`src/rtl/ssr_defs.svh`:
```
// Bit positions, command codes and reset values of the status summary block
`ifndef SSR_DEFS_SVH
`define SSR_DEFS_SVH
`define SSR_BIT_ALARM 0
`define SSR_BIT_TRIG 1
`define SSR_BIT_READY 2
`define SSR_BIT_SCAN 3
`define SSR_BIT_OUTQ 4
`define SSR_BIT_ESUM 5
`define SSR_BIT_RQS 6
`define SSR_BIT_OVR 7
`define SSR_EV_ACQ_DONE 0
`define SSR_EV_STOP 1
`define SSR_EV_QUERY_ERR 2
`define SSR_EV_CONFLICT_ERR 3
`define SSR_EV_EXEC_ERR 4
`define SSR_EV_CMD_ERR 5
`define SSR_EV_LIMIT 6
`define SSR_EV_POWER_ON 7
`define SSR_ERR_CLR_MASK 8'h38
`define SSR_MASK_RESET 8'h00
`define SSR_CMD_NOP 4'h0
`define SSR_CMD_EVENT_MASK_WR 4'h1
`define SSR_CMD_EVENT_MASK_RD 4'h2
`define SSR_CMD_REQ_MASK_WR 4'h3
`define SSR_CMD_REQ_MASK_RD 4'h4
`define SSR_CMD_STATUS_BYTE_RD 4'h5
`define SSR_CMD_EVENT_RD 4'h6
`define SSR_CMD_ERROR_QUERY 4'h7
`define SSR_CMD_FULL_RESET 4'h8
`define SSR_CMD_SERIAL_POLL 4'h9
`endif

```
`src/rtl/ssr_pkg.sv`:
```
// Types shared by the status summary block
package ssr_pkg;
	typedef struct packed {
		logic [3:0] code;
		logic [7:0] data;
		logic valid;
	} ssr_cmd_t;
	typedef struct packed {
		logic valid;
		logic [7:0] data;
	} ssr_resp_t;
	typedef struct packed {
		logic alarm;
		logic trig_det;
		logic acq_done;
		logic trig_reconf;
		logic busy;
		logic scan_avail;
		logic outq_nonempty;
		logic overrun;
		logic buf_empty;
		logic buf_clear;
	} ssr_acq_t;
endpackage

```
`src/rtl/ssr_sync.sv`:
```
// Two-flop synchroniser for a group of pin levels
`timescale 1ns/1ps
`include "ssr_defs.svh"
module ssr_sync #(
	parameter int W = 2
) (
	input wire logic mclk,
	input wire logic reset,
	input wire logic [W-1:0] d,
	output logic [W-1:0] q
);
	logic [W-1:0] meta_reg;
	always_ff @(posedge mclk) begin
		if (reset) begin
			meta_reg <= '0;
			q <= '0;
		end else begin
			meta_reg <= d;
			q <= meta_reg;
		end
	end
endmodule // ssr_sync

```
`src/rtl/ssr_latch.sv`:
```
// Event latch register with per-bit set and clear
`timescale 1ns/1ps
`include "ssr_defs.svh"
module ssr_latch (
	input wire logic mclk,
	input wire logic reset,
	input wire logic [7:0] set_in,
	input wire logic [7:0] clr_in,
	output logic [7:0] q
);
	genvar i;
	generate
		for (i = 0; i < 8; i++) begin : g_bit
			// Set wins over a clear in the same cycle
			always_ff @(posedge mclk) begin
				if (reset) begin
					q[i] <= 1'b0;
				end else if (set_in[i]) begin
					q[i] <= 1'b1;
				end else if (clr_in[i]) begin
					q[i] <= 1'b0;
				end
			end
		end
	endgenerate
endmodule // ssr_latch

```
`src/rtl/ssr_top.sv`:
```
// Status summary and service request logic of the acquisition instrument
`timescale 1ns/1ps
`include "ssr_defs.svh"
module ssr_top (
	input wire logic mclk,
	input wire logic reset,
	input ssr_pkg::ssr_cmd_t cmd,
	input ssr_pkg::ssr_acq_t acq,
	input wire logic [7:0] event_set,
	input wire logic alarm_pin,
	input wire logic trig_pin,
	output ssr_pkg::ssr_resp_t resp,
	output logic [7:0] status_byte,
	output logic service_request_n
);
	logic [1:0] pin_sync;
	logic [7:0] event_latch_register;
	logic [7:0] latch_set;
	logic [7:0] latch_clr;
	logic [7:0] event_enable_mask_reg;
	logic [7:0] request_enable_mask_reg;
	logic [7:0] stb_reg;
	logic [7:0] stb_next;
	logic event_summary_flag;
	logic master_summary_flag;
	logic rqs_reg;
	logic ready_next;
	logic cmd_hit;
	logic clr_all;
	logic alarm_now;
	logic trig_now;

	ssr_sync #(.W(2)) u_sync (
		.mclk(mclk),
		.reset(reset),
		.d({trig_pin, alarm_pin}),
		.q(pin_sync)
	);
	assign alarm_now = pin_sync[0] | acq.alarm;
	assign trig_now = pin_sync[1] | acq.trig_det;
	assign cmd_hit = cmd.valid;

	// error sources latched at bits 5,4,3,2 by caller layout
	assign latch_set = event_set;
	// event read clears latch; error query clears error bits 5,4,3 but not the query error bit 2
	always_comb begin
		latch_clr = 8'h00;
		if (cmd_hit && (cmd.code == `SSR_CMD_EVENT_RD || cmd.code == `SSR_CMD_FULL_RESET)) begin
			latch_clr = 8'hFF;
		end else if (cmd_hit && cmd.code == `SSR_CMD_ERROR_QUERY) begin
			latch_clr = `SSR_ERR_CLR_MASK;
		end
	end

	// latch sees no mask write path
	ssr_latch u_latch (
		.mclk(mclk),
		.reset(reset),
		.set_in(latch_set),
		.clr_in(latch_clr),
		.q(event_latch_register)
	);

	always_ff @(posedge mclk) begin
		if (reset) begin
			event_enable_mask_reg <= `SSR_MASK_RESET;
		end else if (cmd_hit && cmd.code == `SSR_CMD_EVENT_MASK_WR) begin
			event_enable_mask_reg <= cmd.data;
		end else if (cmd_hit && cmd.code == `SSR_CMD_FULL_RESET) begin
			event_enable_mask_reg <= `SSR_MASK_RESET;
		end
	end

	always_ff @(posedge mclk) begin
		if (reset) begin
			request_enable_mask_reg <= `SSR_MASK_RESET;
		end else if (cmd_hit && cmd.code == `SSR_CMD_REQ_MASK_WR) begin
			request_enable_mask_reg <= cmd.data;
		end else if (cmd_hit && cmd.code == `SSR_CMD_FULL_RESET) begin
			request_enable_mask_reg <= `SSR_MASK_RESET;
		end
	end

	assign event_summary_flag = |(event_latch_register & event_enable_mask_reg);

	// ready low while a command line is in progress
	assign ready_next = ~acq.busy & ~cmd_hit;
	assign clr_all = cmd_hit &&
		(cmd.code == `SSR_CMD_STATUS_BYTE_RD || cmd.code == `SSR_CMD_FULL_RESET);

	// Level bits recover next cycle after a clear; event bits are set again whenever their source is high
	always_comb begin
		stb_next = stb_reg;
		stb_next[`SSR_BIT_ALARM] = alarm_now;
		if (acq.acq_done || acq.trig_reconf) begin
			stb_next[`SSR_BIT_TRIG] = 1'b0;
		end
		if (clr_all) begin
			stb_next[`SSR_BIT_TRIG] = 1'b0;
		end
		if (trig_now) begin
			stb_next[`SSR_BIT_TRIG] = 1'b1;
		end
		stb_next[`SSR_BIT_READY] = ready_next;
		stb_next[`SSR_BIT_SCAN] = acq.scan_avail;
		stb_next[`SSR_BIT_OUTQ] = acq.outq_nonempty;
		stb_next[`SSR_BIT_ESUM] = event_summary_flag;
		// overrun sticky until buffer empty or cleared
		if (acq.buf_empty || acq.buf_clear || clr_all) begin
			stb_next[`SSR_BIT_OVR] = 1'b0;
		end
		if (acq.overrun) begin
			stb_next[`SSR_BIT_OVR] = 1'b1;
		end
		// read or full reset clears scan, output queue and summary copies this cycle; alarm keeps following alarm_now
		if (clr_all) begin
			stb_next[`SSR_BIT_ALARM] = alarm_now;
			stb_next[`SSR_BIT_SCAN] = 1'b0;
			stb_next[`SSR_BIT_OUTQ] = 1'b0;
			stb_next[`SSR_BIT_ESUM] = 1'b0;
		end
		stb_next[`SSR_BIT_RQS] = 1'b0;
	end

	always_ff @(posedge mclk) begin
		if (reset) begin
			stb_reg <= 8'h00;
		end else begin
			stb_reg <= stb_next;
		end
	end

	// masked status byte forms master summary
	assign master_summary_flag = |(stb_reg & request_enable_mask_reg & 8'hBF);

	// request on rising summary, cleared by serial poll
	logic msf_prev_reg;
	always_ff @(posedge mclk) begin
		if (reset) begin
			msf_prev_reg <= 1'b0;
		end else begin
			msf_prev_reg <= master_summary_flag;
		end
	end
	always_ff @(posedge mclk) begin
		if (reset) begin
			rqs_reg <= 1'b0;
		end else if (master_summary_flag && !msf_prev_reg) begin
			rqs_reg <= 1'b1;
		end else if (cmd_hit && (cmd.code == `SSR_CMD_SERIAL_POLL ||
			cmd.code == `SSR_CMD_STATUS_BYTE_RD || cmd.code == `SSR_CMD_FULL_RESET)) begin
			rqs_reg <= 1'b0;
		end
	end

	always_ff @(posedge mclk) begin
		if (reset) begin
			status_byte <= 8'h00;
		end else begin
			status_byte <= {stb_next[7], rqs_reg, stb_next[5:0]};
		end
	end

	// active-low request line follows request bit
	always_ff @(posedge mclk) begin
		if (reset) begin
			service_request_n <= 1'b1;
		end else begin
			service_request_n <= ~rqs_reg;
		end
	end

	always_ff @(posedge mclk) begin
		if (reset) begin
			resp <= '0;
		end else begin
			resp.valid <= 1'b0;
			resp.data <= 8'h00;
			if (cmd_hit) begin
				unique case (cmd.code)
					`SSR_CMD_EVENT_MASK_RD: begin
						resp.valid <= 1'b1;
						resp.data <= event_enable_mask_reg;
					end
					`SSR_CMD_REQ_MASK_RD: begin
						resp.valid <= 1'b1;
						resp.data <= request_enable_mask_reg;
					end
					`SSR_CMD_EVENT_RD: begin
						resp.valid <= 1'b1;
						resp.data <= event_latch_register;
					end
					`SSR_CMD_STATUS_BYTE_RD, `SSR_CMD_SERIAL_POLL: begin
						resp.valid <= 1'b1;
						resp.data <= {stb_reg[7], rqs_reg, stb_reg[5:0]};
					end
					default: begin
						resp.valid <= 1'b0;
					end
				endcase
			end
		end
	end
endmodule // ssr_top

```
`config.mk`:
```
export PLATFORM = sky130hd
export DESIGN_NAME = ssr_top
export DESIGN_NICKNAME = d
export VERILOG_FILES = /design/src/rtl/ssr_pkg.sv /design/src/rtl/ssr_sync.sv /design/src/rtl/ssr_latch.sv /design/src/rtl/ssr_top.sv
export VERILOG_INCLUDE_DIRS = /design/src /design/src/rtl
export SDC_FILE = /design/constraint.sdc
export NUM_CORES = 1
export LEC_CHECK = 0
export ABC_AREA = 0
export BUFFER_PORTS_ARGS = -buffer_cell sky130_fd_sc_hd__buf_2
export CAP_MARGIN = 40
export CORE_MARGIN = 2
export CORE_UTILIZATION = 45
export CTS_CLUSTER_SIZE = 40
export DETAILED_ROUTE_END_ITERATION = 10
export GPL_TIMING_DRIVEN = 0
export PLACE_DENSITY = 0.72
export RECOVER_POWER = 100
export SYNTH_ARGS = -nofsm -noshare
export SYNTH_HDL_FRONTEND = slang
export SYNTH_SLANG_ARGS = --single-unit
```
`constraint.sdc`:
```
create_clock -name mclk -period 1.5 [get_ports mclk]
set_input_delay 0.225 -clock mclk [delete_from_list [all_inputs] [get_ports mclk]]
set_output_delay 0.225 -clock mclk [all_outputs]
set_load 0.03 [all_outputs]
```
==> flow_summary.json <==
{
  "status": "completed",
  "maxSlewHeadroom_pct": 52.3,
  "synth-seq-cells": 48,
  "grt_use_total_pct": 20.3,
  "antenna_found_initial": 0,
  "finalNetCount": 299,
  "drv_slew": 0,
  "clock_sinks": 48,
  "synth_area_sq_mm": 0.00208,
  "rr_worst_depth": 3,
  "die-area_sq_mm": 0.00517,
  "cp.arrival_ns": 1.48,
  "synth_cell_type_count": 44,
  "min_path_type": "primary input to flop",
  "grt_pass1_vias": 1655,
  "largest_register_ffs": 9,
  "setup_viol": 0,
  "yosysWarningCount": 0,
  "portBuffers": 51,
  "routedWlPerCell_um": 15.8,
  "root_buffer": "clkbuf_8",
  "crit_type": "primary input to flop",
  "gr-total-overflow": 0,
  "antenna_cells": 0,
  "grt_pass1_wl_um": 8070,
  "cts_hold_buf": 0,
  "avgSynthCellArea_sq_um": 10.1,
  "route.detailed.drc": 0,
  "max_slew.worst_pin.slew_ns": 0.707,
  "startpoint_type": "primary input",
  "grt_max_degree": 15,
  "p_leak_nw": 0.892,
  "finalHoldViolations": 0,
  "clk_pin_slew_ns": 0.08,
  "io-pin-count": 53,
  "postCtsSetupBuffers": 0,
  "coreArea_sq_mm": 0.00438,
  "power.density_mw_per_mm2": 1000,
  "setup_slack_ns": 0.180,
  "die_h_um": 71.9,
  "cp-end-kind": "flop",
  "most-common-layout-cells": "48 x dfxtp_1, 34 x buf_2, 22 x clkbuf_1",
  "drt_iter0_markers": 103,
  "drive_gt1_share_pct": 24.2,
  "clk_latency_ns": 0.31,
  "syn_inst": 206,
  "chipWidth_um": 71.9,
  "gp_congestion": 0.825,
  "vias": 1773,
  "initial_core_util_pct": 47.3,
  "fmax_mhz": 757,
  "totalWireLength_um": 5020,
  "post_cts_resize_count": 0,
  "critPathMaxFanout": 10,
  "numCtsBuffers": 5,
  "dpl.hpwl_um": 3770,
  "dr.pass1.iters": 4,
  "period_share_pct": 88.0,
  "rows": 24,
  "ir_worst_vdd_v": 0.000642,
  "regMostFlops": "resp",
  "synthToLayoutAreaGrowth_pct": 17.1,
  "ant_nets": 0,
  "vias_per_cell": 5.59,
  "clock_skew_ns": 0.00469,
  "required_ns": 1.66,
  "final_util_pct": 55.4,
  "hold_depth": 2,
  "syn-num-nets": 241,
  "nFillCells": 416,
  "clock_path_buffers": 2,
  "ys_seq_area_share_pct": 46.3,
  "final_common_cell": "dfxtp_1",
  "cts_tree": "yes",
  "htree_num_levels": 2,
  "period_needed_ns": 1.32,
  "rsz0062_at_grt": "no",
  "preCtsSetupSlack_ns": -0.111,
  "drv_cap": 0
}
==> worst paths after layout <==
path	from	end	slack (ns)
max	cmd[11]	u_latch.q[0]	0.18
min	acq[5]	stb_reg[2]	0.08
max reg2reg	stb_reg[1]	rqs_reg	0.37
min reg2reg	u_sync.q[0]	stb_reg[0]	0.46
==> cell type report <==
cell class	instances	area, sq um	share of cell area (%)
clock inverter	2	10.0	0.412
sequential	48	961	39.5
buffer	11	65.1	2.68
tap	52	65.1	2.68
multi-input combinational	132	958	39.4
clock buffer	6	82.6	3.40
timing repair buffer	51	231	9.53
inverter	15	56.3	2.32
==> cells in the mapped netlist, drive strengths merged <==
| cell | instances | share of area (%) |
|---|---|---|
| buf | 8 | 2.8 |
| a2111oi | 1 | 1.3 |
| or2b | 1 | 0.36 |
| nor2 | 17 | 3.1 |
| clkinv | 1 | 0.18 |
| o21ai | 1 | 0.24 |
| o31a | 1 | 0.84 |
| a311oi | 9 | 3.8 |
| nor2b | 6 | 1.8 |
| a22oi | 12 | 4.3 |
| nand3 | 9 | 2.2 |
| clkbuf | 3 | 0.60 |
| a222oi | 1 | 0.48 |
| a2bb2o | 1 | 0.96 |
| and4bb | 1 | 0.60 |
| or3b | 2 | 0.96 |
| nand2b | 3 | 0.90 |
| nand2 | 9 | 1.6 |
| o31ai | 1 | 0.36 |
| mux2 | 8 | 4.3 |
| a221oi | 1 | 0.42 |
| a211oi | 2 | 0.72 |
| xor2 | 1 | 0.78 |
| nor3 | 3 | 0.72 |
| a21oi | 12 | 3.3 |
| o311ai | 1 | 1.3 |
| o2bb2ai | 8 | 3.4 |
| dfxtp | 48 | 46 |
| a31oi | 1 | 0.30 |
| o32ai | 8 | 3.4 |
| inv | 14 | 2.5 |
| nand3b | 3 | 1.1 |
| nor3b | 5 | 2.0 |
| nor4b | 2 | 1.1 |
| xnor2 | 1 | 0.42 |
| a22o | 1 | 0.42 |
==> per-stage QoR <==
| stage | hold slack [ns] | total power [mW] | cells | TNS [ns] | area [sq um] |
|---|---|---|---|---|---|
| after floorplan | 0.296 | 1.56 | 206 | 0 | 2080 |
| after global placement | 0.400 | 1.67 | 309 | -0.319 | 2400 |
| after detailed placement | 0.407 | 1.68 | 309 | -0.694 | 2400 |
| after CTS | 0.0741 | 2.46 | 317 | 0 | 2490 |
| after global routing | 0.0731 | 2.55 | 317 | 0 | 2430 |
| final | 0.0760 | 2.44 | 317 | 0 | 2430 |
==> kinds of logic (layout without fill, tap and decap cells) <==
group,after synthesis,after routing,share of synthesized area (%)
DFF,48,48,46.3
xor gates and xnor gates,2,2,1.21
buffers and inverters,26,85,6.15
muxes,8,8,4.34
AOI/OAI and AO/OA,61,61,25.5
and+or+nand+nor,61,61,16.5
==> worst max-delay path, cell delays in order <==
cell and delay [ns]:
buf_2 0.10, buf_2 0.18, buf_4 0.19, o21ai_0 0.59, a311oi_1 0.19
==> where the power goes <==
group | internal [mW] | switching, mW | leakage [nW]
combinational | 0.117 | 0.176 | 0.448
sequential | 1.31 | 0.0315 | 0.392
clock | 0.368 | 0.429 | 0.0510
==> metal layers <==
layer / GRT usage (%) / up-vias / wire length [um]
met2: 31.3 / 61 / 2240
met3: 3.89 / 8 / 333
li1: - / 879 / -
met1: 28.1 / 825 / 2350
met5: 0 / - / 0
met4: 8.60 / 0 / 86
No activity file was read; power rests on OpenSTA's default activity.
